[config.mk]
export PLATFORM = sky130hd
export DESIGN_NAME = reset_source_sequencer
export DESIGN_NICKNAME = d
export VERILOG_FILES = /design/src/hdl/rst_seq_pkg.sv /design/src/hdl/reset_source_sequencer.sv
export VERILOG_INCLUDE_DIRS = /design/src /design/src/hdl
export SDC_FILE = /design/constraint.sdc
export NUM_CORES = 1
export LEC_CHECK = 0
export ABC_AREA = 1
export BUFFER_PORTS_ARGS = -buffer_cell sky130_fd_sc_hd__buf_2
export CORE_AREA = 8 8 100 102
export DETAILED_ROUTE_END_ITERATION = 7
export DIE_AREA = 0 0 108 110
export GPL_ROUTABILITY_DRIVEN = 0
export REMOVE_ABC_BUFFERS = 1
export SLEW_MARGIN = 5
export SYNTH_ARGS = -nofsm -noshare
export SYNTH_HDL_FRONTEND = slang
export SYNTH_SLANG_ARGS = --single-unit
[constraint.sdc]
create_clock -name clk_sys_in -period 6.18 [get_ports clk_sys_in]
set_clock_uncertainty 0.15 [all_clocks]
set_input_delay 1.236 -clock clk_sys_in [delete_from_list [all_inputs] [get_ports clk_sys_in]]
set_output_delay 1.236 -clock clk_sys_in [all_outputs]
set_load 0.02 [all_outputs]
[src/hdl/rst_seq_cfg.svh]
// Constants for the reset source sequencer.
`ifndef RST_SEQ_CFG_SVH
`define RST_SEQ_CFG_SVH

`define CLK_PERIOD_NS 10
`define POWER_UP_TIMER_TIME_MS 64
`define POWER_UP_TIMER_CYCLES ((`POWER_UP_TIMER_TIME_MS * 1000000) / `CLK_PERIOD_NS)
`define POWER_UP_TIMER_CNT_W 23
`define BOR_FILTER_NS 1000
`define BOR_FILTER_CYCLES ((`BOR_FILTER_NS + `CLK_PERIOD_NS - 1) / `CLK_PERIOD_NS)
`define MASTER_CLEAR_PIN_FILTER_NS 200
`define MASTER_CLEAR_PIN_FILTER_CYCLES ((`MASTER_CLEAR_PIN_FILTER_NS + `CLK_PERIOD_NS - 1) / `CLK_PERIOD_NS)
`define FILT_CNT_W 8
`define ADDR_W 4
`define DATA_W 8
`define BROWNOUT_CONTROL_ADDR 4'h0
`define BROWNOUT_CONTROL_SW_EN_BIT 7
`define BROWNOUT_CONTROL_FAST_BIT 6
`define BROWNOUT_CONTROL_RDY_BIT 0
`define BROWNOUT_CONTROL_SW_EN_RESET 1'h1
`define BROWNOUT_CONTROL_FAST_RESET 1'h0
`define MODE_ALWAYS 2'h3
`define MODE_AWAKE 2'h2
`define MODE_SOFTWARE 2'h1
`define MODE_OFF 2'h0
`define SYNC_W 5
`define SYNC_RESET 5'h11

`endif

[src/hdl/rst_seq_pkg.sv]
// Types shared by the reset source sequencer.
`default_nettype none
package rst_seq_pkg;

    typedef enum logic [1:0] {
        ST_POWER_HOLD,
        ST_TIMER,
        ST_WAIT,
        ST_RUN
    } seq_state_t;

    typedef struct packed {
        logic power_up_timer_enable_n;
        logic [1:0] brownout_mode_select;
        logic brownout_level_select;
        logic low_power_brownout_enable_n;
        logic master_clear_pin_enable;
        logic low_voltage_program_enable;
    } config_bits_t;

    typedef struct packed {
        logic watchdog_timer;
        logic reset_instruction;
        logic stack_overflow;
        logic stack_underflow;
        logic program_mode_exit;
    } reset_events_t;

endpackage
`default_nettype wire

[src/hdl/reset_source_sequencer.sv]
// Reset source combiner, brown-out control and start-up sequencer.
//
// Design decisions made here: the strobed register port and the placing of the registers.
`include "rst_seq_cfg.svh"
`timescale 1ns/1ps
`default_nettype none
module reset_source_sequencer #(
    parameter logic [`POWER_UP_TIMER_CNT_W-1:0] POWER_UP_TIMER_CYCLES = `POWER_UP_TIMER_CNT_W'(`POWER_UP_TIMER_CYCLES)
) (
    input wire logic clk_sys_in,
    input wire logic reset_in,
    input wire logic por_vdd_low_in,
    input wire logic bor_vdd_below_in,
    input wire logic low_power_brownout_vdd_low_in,
    input wire logic brownout_circuit_ready_in,
    input wire logic master_clear_pin_n_in,
    input wire logic osc_startup_done_in,
    input wire logic sleep_in,
    input wire rst_seq_pkg::config_bits_t config_in,
    input wire rst_seq_pkg::reset_events_t events_in,
    input wire logic [`ADDR_W-1:0] reg_addr_in,
    input wire logic [`DATA_W-1:0] reg_wdata_in,
    input wire logic reg_wr_in,
    input wire logic reg_rd_in,
    output logic [`DATA_W-1:0] reg_rdata_out,
    output logic internal_reset_out,
    output logic brownout_reset_out,
    output logic brownout_detect_enable_out,
    output logic brownout_level_low_out,
    output logic band_gap_force_on_out,
    output logic wake_hold_out,
    output logic power_up_timer_running_out
);

    localparam logic [`POWER_UP_TIMER_CNT_W-1:0] POWER_UP_TIMER_LAST = POWER_UP_TIMER_CYCLES - `POWER_UP_TIMER_CNT_W'(1);
    localparam logic [`FILT_CNT_W-1:0] BOR_FILT = `FILT_CNT_W'(`BOR_FILTER_CYCLES);
    localparam logic [`FILT_CNT_W-1:0] MASTER_CLEAR_PIN_FILT = `FILT_CNT_W'(`MASTER_CLEAR_PIN_FILTER_CYCLES);
    localparam logic [`FILT_CNT_W-1:0] FILT_ONE = `FILT_CNT_W'(1);
    // Power-on detector assumed low, brown-out inputs assumed clear and pin assumed idle high in reset, so no false release follows it.
    localparam logic [`SYNC_W-1:0] SYNC_RST = `SYNC_RESET;

    // ------------------------------------------------------------
    // Input synchronisers
    // ------------------------------------------------------------
    logic [`SYNC_W-1:0] raw_in;
    logic [`SYNC_W-1:0] sync1_q;
    logic [`SYNC_W-1:0] sync2_q;

    assign raw_in = {master_clear_pin_n_in, brownout_circuit_ready_in,
        low_power_brownout_vdd_low_in, bor_vdd_below_in, por_vdd_low_in};

    genvar gi;
    generate
        for (gi = 0; gi < `SYNC_W; gi++)
        begin : g_sync
            always_ff @(posedge clk_sys_in or posedge reset_in)
            begin
                if (reset_in)
                begin
                    sync1_q[gi] <= SYNC_RST[gi];
                    sync2_q[gi] <= SYNC_RST[gi];
                end
                else
                begin
                    sync1_q[gi] <= raw_in[gi];
                    sync2_q[gi] <= sync1_q[gi];
                end
            end
        end
    endgenerate

    logic por_s;
    logic below_s;
    logic low_power_brownout_s;
    logic ready_s;
    logic pin_n_s;

    assign por_s = sync2_q[0];
    assign below_s = sync2_q[1];
    assign low_power_brownout_s = sync2_q[2];
    assign ready_s = sync2_q[3];
    assign pin_n_s = sync2_q[4];

    // ------------------------------------------------------------
    // Next-state logic
    // ------------------------------------------------------------
    rst_seq_pkg::seq_state_t state_q, state_d;
    logic [`POWER_UP_TIMER_CNT_W-1:0] power_up_timer_cnt_q, power_up_timer_cnt_d;
    logic [`FILT_CNT_W-1:0] bor_cnt_q, bor_cnt_d;
    logic [`FILT_CNT_W-1:0] master_clear_pin_cnt_q, master_clear_pin_cnt_d;
    logic bor_trip_q, bor_trip_d;
    logic master_clear_pin_hold_q, master_clear_pin_hold_d;
    logic brown_q, brown_d;
    logic sw_en_q, sw_en_d;
    logic fast_q, fast_d;
    logic [`DATA_W-1:0] rdata_q, rdata_d;
    logic irst_q, irst_d;
    logic det_en_q, det_en_d;
    logic level_q, level_d;
    logic gap_q, gap_d;
    logic wake_q, wake_d;
    logic bor_en;
    logic master_clear_pin_en;
    logic low_power_brownout_trip;
    logic evt_any;
    logic ready_ok;
    logic [1:0] mode;

    assign mode = config_in.brownout_mode_select;

    always_comb
    begin
        unique case (mode)
            `MODE_ALWAYS: bor_en = 1'h1;
            `MODE_AWAKE: bor_en = !sleep_in;
            `MODE_SOFTWARE: bor_en = sw_en_q;
            `MODE_OFF: bor_en = 1'h0;
        endcase
    end

    always_comb
    begin
        // Detection is armed only once the analog circuit reports ready.
        if (bor_en && ready_s && below_s)
        begin
            bor_cnt_d = (bor_cnt_q == BOR_FILT) ? bor_cnt_q : bor_cnt_q + FILT_ONE;
            bor_trip_d = bor_trip_q || (bor_cnt_q == BOR_FILT);
        end
        else
        begin
            bor_cnt_d = '0;
            bor_trip_d = 1'h0;
        end
        low_power_brownout_trip = low_power_brownout_s && !config_in.low_power_brownout_enable_n;
        brown_d = bor_trip_q || low_power_brownout_trip;
        master_clear_pin_en = config_in.low_voltage_program_enable
            || config_in.master_clear_pin_enable;
        if (master_clear_pin_en && !pin_n_s)
        begin
            master_clear_pin_cnt_d = (master_clear_pin_cnt_q == MASTER_CLEAR_PIN_FILT) ? master_clear_pin_cnt_q : master_clear_pin_cnt_q + FILT_ONE;
            master_clear_pin_hold_d = master_clear_pin_hold_q || (master_clear_pin_cnt_q == MASTER_CLEAR_PIN_FILT);
        end
        else
        begin
            master_clear_pin_cnt_d = '0;
            master_clear_pin_hold_d = 1'h0;
        end
    end

    always_comb
    begin
        state_d = state_q;
        power_up_timer_cnt_d = power_up_timer_cnt_q;
        // Modes 11 and 10 wait for the ready flag; 01 and 00 do not.
        ready_ok = !mode[1] || ready_s;
        unique case (state_q)
            rst_seq_pkg::ST_POWER_HOLD:
            begin
                power_up_timer_cnt_d = '0;
                if (!por_s && !brown_q)
                begin
                    if (!config_in.power_up_timer_enable_n)
                        state_d = rst_seq_pkg::ST_TIMER;
                    else
                        state_d = rst_seq_pkg::ST_WAIT;
                end
            end
            rst_seq_pkg::ST_TIMER:
            begin
                power_up_timer_cnt_d = power_up_timer_cnt_q + `POWER_UP_TIMER_CNT_W'(1);
                if (power_up_timer_cnt_q == POWER_UP_TIMER_LAST)
                    state_d = rst_seq_pkg::ST_WAIT;
            end
            rst_seq_pkg::ST_WAIT:
            begin
                if (osc_startup_done_in && ready_ok)
                    state_d = rst_seq_pkg::ST_RUN;
            end
            rst_seq_pkg::ST_RUN:
            begin
                state_d = rst_seq_pkg::ST_RUN;
            end
        endcase
        // Leaving programming mode behaves like a fresh power-on.
        if (por_s || brown_q || events_in.program_mode_exit)
            state_d = rst_seq_pkg::ST_POWER_HOLD;
    end

    always_comb
    begin
        evt_any = events_in.watchdog_timer || events_in.reset_instruction
            || events_in.stack_overflow || events_in.stack_underflow
            || events_in.program_mode_exit;
        // The pin gates only the output, so the timers expire underneath it.
        irst_d = por_s || brown_q || (state_d != rst_seq_pkg::ST_RUN)
            || master_clear_pin_hold_d || evt_any;
        det_en_d = bor_en;
        level_d = config_in.brownout_level_select;
        gap_d = fast_q && (mode == `MODE_AWAKE || mode == `MODE_SOFTWARE);
        wake_d = (mode == `MODE_AWAKE) && !ready_s;
    end

    // ------------------------------------------------------------
    // Register port
    // ------------------------------------------------------------
    always_comb
    begin
        sw_en_d = sw_en_q;
        fast_d = fast_q;
        rdata_d = '0;
        if (reg_wr_in && reg_addr_in == `BROWNOUT_CONTROL_ADDR)
        begin
            sw_en_d = reg_wdata_in[`BROWNOUT_CONTROL_SW_EN_BIT];
            fast_d = reg_wdata_in[`BROWNOUT_CONTROL_FAST_BIT];
        end
        if (reg_rd_in && reg_addr_in == `BROWNOUT_CONTROL_ADDR)
        begin
            // Unlisted bits stay zero from the default above.
            rdata_d[`BROWNOUT_CONTROL_SW_EN_BIT] = sw_en_q;
            rdata_d[`BROWNOUT_CONTROL_FAST_BIT] = fast_q;
            rdata_d[`BROWNOUT_CONTROL_RDY_BIT] = ready_s;
        end
    end

    // ------------------------------------------------------------
    // State registers
    // ------------------------------------------------------------
    always_ff @(posedge clk_sys_in or posedge reset_in)
    begin
        if (reset_in)
        begin
            state_q <= rst_seq_pkg::ST_POWER_HOLD;
            power_up_timer_cnt_q <= '0;
            bor_cnt_q <= '0;
            master_clear_pin_cnt_q <= '0;
            bor_trip_q <= 1'h0;
            master_clear_pin_hold_q <= 1'h0;
            brown_q <= 1'h0;
            sw_en_q <= `BROWNOUT_CONTROL_SW_EN_RESET;
            fast_q <= `BROWNOUT_CONTROL_FAST_RESET;
            rdata_q <= '0;
            irst_q <= 1'h1;
            det_en_q <= 1'h0;
            level_q <= 1'h0;
            gap_q <= 1'h0;
            wake_q <= 1'h0;
        end
        else
        begin
            state_q <= state_d;
            power_up_timer_cnt_q <= power_up_timer_cnt_d;
            bor_cnt_q <= bor_cnt_d;
            master_clear_pin_cnt_q <= master_clear_pin_cnt_d;
            bor_trip_q <= bor_trip_d;
            master_clear_pin_hold_q <= master_clear_pin_hold_d;
            brown_q <= brown_d;
            sw_en_q <= sw_en_d;
            fast_q <= fast_d;
            rdata_q <= rdata_d;
            irst_q <= irst_d;
            det_en_q <= det_en_d;
            level_q <= level_d;
            gap_q <= gap_d;
            wake_q <= wake_d;
        end
    end

    assign reg_rdata_out = rdata_q;
    assign internal_reset_out = irst_q;
    assign brownout_reset_out = brown_q;
    assign brownout_detect_enable_out = det_en_q;
    assign brownout_level_low_out = level_q;
    assign band_gap_force_on_out = gap_q;
    assign wake_hold_out = wake_q;
    assign power_up_timer_running_out = (state_q == rst_seq_pkg::ST_TIMER);
endmodule // reset_source_sequencer
`default_nettype wire

== Yosys cells after proc, flatten, opt, wreduce, memory -nomap -nowiden ==
Cells that the tools add are included.
Word-level totals
  bits in registers: 64
  input bits: 35
  output and inout port bits: 15
Cells by class
  $add $sub $neg: 3
  equal/unequal tests: 12
  muxes and demuxes: 16
  reduce and logical (&&, ||, !) cells: 36
Operators by type and width (count)
  case mux 23 bit (2 select lines): 1
  two-way mux 8 bit: 4
  adder 23 x 1 -> 23 bit, second input constant: 1
  == test 23 bit, second input constant: 1
  adder 8 x 1 -> 8 bit, second input constant: 2
  logical OR 1 bit: 15
  two-way mux 2 bit: 6
  logical AND 1 bit: 10
  == test 2 bit, second input constant: 4
  == test 8 x 5 -> 1 bit, second input constant: 1
  == test 8 x 7 -> 1 bit, second input constant: 1
  case mux 2 bit (4 select lines): 1
  logical NOT 1 bit: 7
  inequality test 2 bit, second input constant: 3
  == test 2 x 1 -> 1 bit, second input constant: 2
  logical NOT 2 bit: 2
  logical NOT 4 bit: 1
  case mux 1 bit (4 select lines): 1
  two-way mux 1 bit: 3
  nonzero test 2 bit: 1

== Depth between registers and ports, before layout ==
  word-level depth: 10
  mapped depth: 10

== Worst setup path after synthesis ==
Ideal clock, no wire load.
  path kind: input-to-reg
  from: in config_in[4] (netlist name)
  to: reg bor_cnt_q[0]
  arrival: 2.036 ns
  slack: 3.877 ns
  stages on the path: 10
  path buffers: 0
  path through: inv_1 -> ha_1 -> inv_1 -> nor2_1 -> nor2_1 -> nand2_1 -> nand3_1 -> inv_1 -> nand3_1 -> nand2_1
Between the ends
  longest elaborated chain between the ends: 5
  elaborated cells between the ends (all ways): 9
Ends and longest elaborated chain
  start, declared: line reset_source_sequencer.sv:19  | input wire rst_seq_pkg::config_bits_t config_in,
  == test 2 x 1 -> 1 bit (tied with other cells): line reset_source_sequencer.sv:113  | unique case (mode)
  case mux 1 bit (4 select lines) *: line reset_source_sequencer.sv:113
  via bor_en: line reset_source_sequencer.sv:102  | logic bor_en;
  logical AND 1 bit * (2 in a row): line reset_source_sequencer.sv:124  | if (bor_en && ready_s && below_s)
  inequality test 2 bit (no source line) / two-way mux 8 bit (equally long branches)
  end signal, assigned: line reset_source_sequencer.sv:252  | bor_cnt_q <= bor_cnt_d;
  end, declared: line reset_source_sequencer.sv:89  | logic [`FILT_CNT_W-1:0] bor_cnt_q, bor_cnt_d;
Mark *: on every way through the listed nets, which the timed path passes. The rest lies on a longest branch.
A chain may end at the register's enable or synchronous reset.

== Worst setup path in the final report ==
  from: reg state_q[1]
  to: out power_up_timer_running_out
Between the ends
  longest elaborated chain between the ends: 1
Ends and longest elaborated chain
  start, declared: line reset_source_sequencer.sv:87  | rst_seq_pkg::seq_state_t state_q, state_d;
  start signal, assigned: line reset_source_sequencer.sv:232  | state_q <= rst_seq_pkg::ST_POWER_HOLD;
  start signal, assigned: line reset_source_sequencer.sv:250  | state_q <= state_d;
  == test 2 x 1 -> 1 bit: line reset_source_sequencer.sv:275  | assign power_up_timer_running_out = (state_q == rst_seq_pkg::ST_TIMER);
  end, declared: line reset_source_sequencer.sv:32  | output logic power_up_timer_running_out
No other way between the ends.

==> results.rst <==
.. list-table::
   :header-rows: 1

   * - Metric
     - Value
   * - Maximum net fanout on the critical path
     - 20
   * - Cell Count Post-Placement
     - 566
   * - Final critical-path share of the clock period
     - 49.2%
   * - Number of gates given a new drive strength after cts
     - 0
   * - Proportion of netlist area held by the largest area contributor
     - 44.0%
   * - Mean post-synth cell area
     - 7.80 µm²
   * - Number of distinct standard cells referenced by the synthesized netlist
     - 32
   * - Post-synthesis instance total
     - 423
   * - Number of nets in the layout
     - 512
   * - Area growth from synthesis to layout
     - 15.8%
   * - Commonest cells after routing, fill and taps aside
     - sky130_fd_sc_hd__nand2_1 (105), sky130_fd_sc_hd__nor2_1 (71), sky130_fd_sc_hd__dfrtp_1 (58)
   * - Worst-margin pin slew
     - 0.777 ns
   * - CP cell instances
     - nor2_1, buf_4, buf_2
   * - Via count of the first global-routing pass
     - 2828
   * - Crit path arrival time
     - 1.66 ns
   * - Via Count
     - 2788
   * - Run status
     - finished clean
   * - Final number of setup-violating endpoints
     - 0
   * - I/O pins
     - 50
   * - Wire length of the first global-routing pass
     - 12500 µm
   * - TritonCTS clock tree
     - done
   * - Area of the mapped netlist
     - 3300 µm²
   * - Sort of element at the end of the critical path
     - primary output
   * - VDD IR-drop max
     - 148 µV
   * - Post-route cell area
     - 3820 µm²
   * - Highest Clock Rate
     - 0.329 GHz
   * - Clock H-tree levels
     - 3
   * - Yosys synthesis warning count
     - 0
   * - Pin count of the biggest net entering global routing
     - 65
   * - Largest stage delay, worst path
     - 0.81 ns
   * - Startpoint type of the worst setup path
     - flip-flop
   * - Count of non-filler cells in the finished layout
     - 582
   * - Sequential cell fraction of total power
     - 48.8%
   * - Total of flip-flops plus latches after synthesis
     - 64
   * - Later-pin clock latency in the skew report
     - 0.34 ns
   * - First-pass detailed-route iteration total
     - 4
   * - Clock buffer depth
     - 2
   * - Worst reg-to-reg path cell count
     - 5
   * - Sum Neg Setup Slack
     - 0 ns
   * - Cell at the slowest stage of the critical path
     - sky130_fd_sc_hd__dfrtp_1
   * - Shortest period the worst path allows
     - 3.04 ns
   * - Number of pins with negative max-slew slack in the final report
     - 0
   * - Endpoints failing hold
     - 0
   * - Part of the total power dissipated in the clock network
     - 45.6%
   * - Proportion of power drawn by combinational gates
     - 5.6%
   * - Area post-placement
     - 3590 µm²
   * - Area of the die
     - 11900 µm²
   * - Routed len/inst
     - 12.3 µm
   * - Number of antenna violations at the first check in global routing
     - 0
   * - Top cells by area in the synthesized netlist
     - sky130_fd_sc_hd__dfrtp_1 (44%), sky130_fd_sc_hd__nand2_1 (12%), sky130_fd_sc_hd__nor2_1 (8.1%)
   * - P_int
     - 0.688 mW
   * - Count of cells along the worst hold path
     - 0
   * - ANT nets after route
     - 0
   * - Required @ worst endpoint
     - 4.79 ns
   * - Routed Wire Length
     - 7140 µm
   * - Die outline height
     - 110 µm
   * - Final antenna diode count
     - 0
   * - Cts-stage hold buffer count
     - 0
   * - P per Cell Area
     - 235 nW/µm²
   * - Worst relative slew slack
     - 48.2%
   * - Most common library cell in the layout ignoring fill and taps
     - sky130_fd_sc_hd__nand2_1
   * - Post-layout total power
     - 0.896 mW
   * - Number of violations reported at the end of detailed-routing iteration 0
     - 82
   * - Residual overflow from global routing
     - 0
   * - Clock root cell
     - sky130_fd_sc_hd__clkbuf_8
   * - TritonCTS buffer count
     - 9
   * - Placement row count
     - 34
   * - MaxCap Viol Count
     - 0
   * - Leading area contributor after synthesis
     - sky130_fd_sc_hd__dfrtp_1
   * - Switching power share of the total
     - 23.2%
   * - Placed wire-length estimate after detailed placement
     - 5260 µm
   * - Die width
     - 108 µm
   * - Total routing usage reported by global routing
     - 13.0%
   * - CP Class
     - flip-flop to primary output
   * - Layout Utilization
     - 45.1%
   * - Part of the Yosys area used for sequential elements
     - 48.8%
   * - Psw
     - 0.208 mW
   * - Floorplan Core Area
     - 8470 µm²
   * - Via-per-instance ratio
     - 4.79
   * - Type of the tightest min-delay check
     - flip-flop to flip-flop
   * - Fraction of final layout cells with drive strength greater than 1
     - 16.5%
   * - RSZ-0062 raised after global routing
     - false
   * - Number of sinks driven by the clock tree
     - 64
   * - # port buffers
     - 38
   * - Number of design rule violations left after detail routing
     - 0
   * - Static power due to leakage
     - 1.70 nW
   * - Post-CTS repair timing setup buffer count
     - 0
   * - Initial Utilization
     - 39.0%
   * - Clock transition at path regs
     - 0.08 ns
synthesized netlist by cell type (all sizes together):
master  count
dfrtp      58
nor3       14
and2        1
nand4       9
clkinv      1
nor2       80
buf         9
dfstp       6
conb        1
ha          8
a21oi      14
a31oi       3
o21ai      20
nor4        1
inv        45
nand3      35
a22o        1
nand2     108
xnor2       1
a21boi      1
xor2        2
o21bai      3
nand3b      2
worst max-delay path: cells and delay by family (launching register included):
kind,cells,cell delay (ns)
flops,1,0.81
buf+inv,2,0.39
simple gates,1,0.11
through the flow:
| stage | hold WS (ns) | setup WS, ns |
|---|---|---|
| floorplan | 0.181 | 3.21 |
| finish | 0.207 | 3.14 |
| global route | 0.215 | 3.03 |
| detailed placement | 0.186 | 3.48 |
| global placement | 0.182 | 3.49 |
| CTS | 0.204 | 3.12 |
state kept, by name, indices dropped and copies added, names as in the netlist:
name                        count
bor_trip_q                      1
brownout_reset_out              1
low_power_brownout_s            1
power_up_timer_cnt_q           23
sync1_q                         5
below_s                         1
sw_en_q                         1
brownout_level_low_out          1
ready_s                         1
band_gap_force_on_out           1
internal_reset_out              1
master_clear_pin_cnt_q          8
reg_rdata_out                   3
master_clear_pin_hold_q         1
brownout_detect_enable_out      1
state_q                         2
por_s                           1
fast_q                          1
bor_cnt_q                       8
pin_n_s                         1
wake_hold_out                   1
kinds of logic after synthesis:
family	Yosys count	synth area share [%]
adder cells (fa/ha/maj)	8	3.03
flip-flops	64	48.8
AND/OR/NAND/NOR	250	33.2
XOR/XNOR	3	0.797
AO/OA/AOI/OAI	42	6.90
buffers and inverters	55	7.20
other	1	0.114
power by group through the flow:
stage / Sequential, mW / Combinational [mW] / Clock (mW)
floorplan: 0.447 / 0.0277 / 0
global placement: 0.445 / 0.0512 / 0
global route: 0.439 / 0.0583 / 0.437
finish: 0.438 / 0.0501 / 0.408
CTS: 0.438 / 0.0518 / 0.417
detailed placement: 0.446 / 0.0516 / 0
routing by layer:
| layer | vias to the layer above | GRT usage, % | part of all wire [%] | wire length, µm |
|---|---|---|---|---|
| met5 | - | 0 | 0 | 0 |
| met4 | 0 | 6.54 | 1.5 | 110 |
| li1 | 1442 | - | - | - |
| met2 | 42 | 22.4 | 49 | 3460 |
| met1 | 1294 | 15.4 | 47 | 3330 |
| met3 | 10 | 2.38 | 3.2 | 227 |
cell type report:
cell class | instances | area (µm²)
Clock buffer | 10 | 138
Timing Repair Buffer | 40 | 205
Multi-Input combinational cell | 308 | 1470
Clock inverter | 6 | 91.3
Sequential cell | 64 | 1610
Tap cell | 108 | 135
Inverter | 46 | 174
Fill cell | 844 | 4650
final timing paths:
check	startpoint	endpoint	slack [ns]
setup / recovery	state_q[1]	power_up_timer_running_out	3.14
hold / removal	sync1_q[3]	ready_s	0.21
setup reg to reg	state_q[1]	power_up_timer_cnt_q[17]	4.22
hold reg to reg	sync1_q[3]	ready_s	0.21
max in group asynchronous	reset_in	power_up_timer_cnt_q[1]	4.40
min in group asynchronous	reset_in	master_clear_pin_cnt_q[2]	0.96
Note: power is estimated with default switching activity, not from simulation.
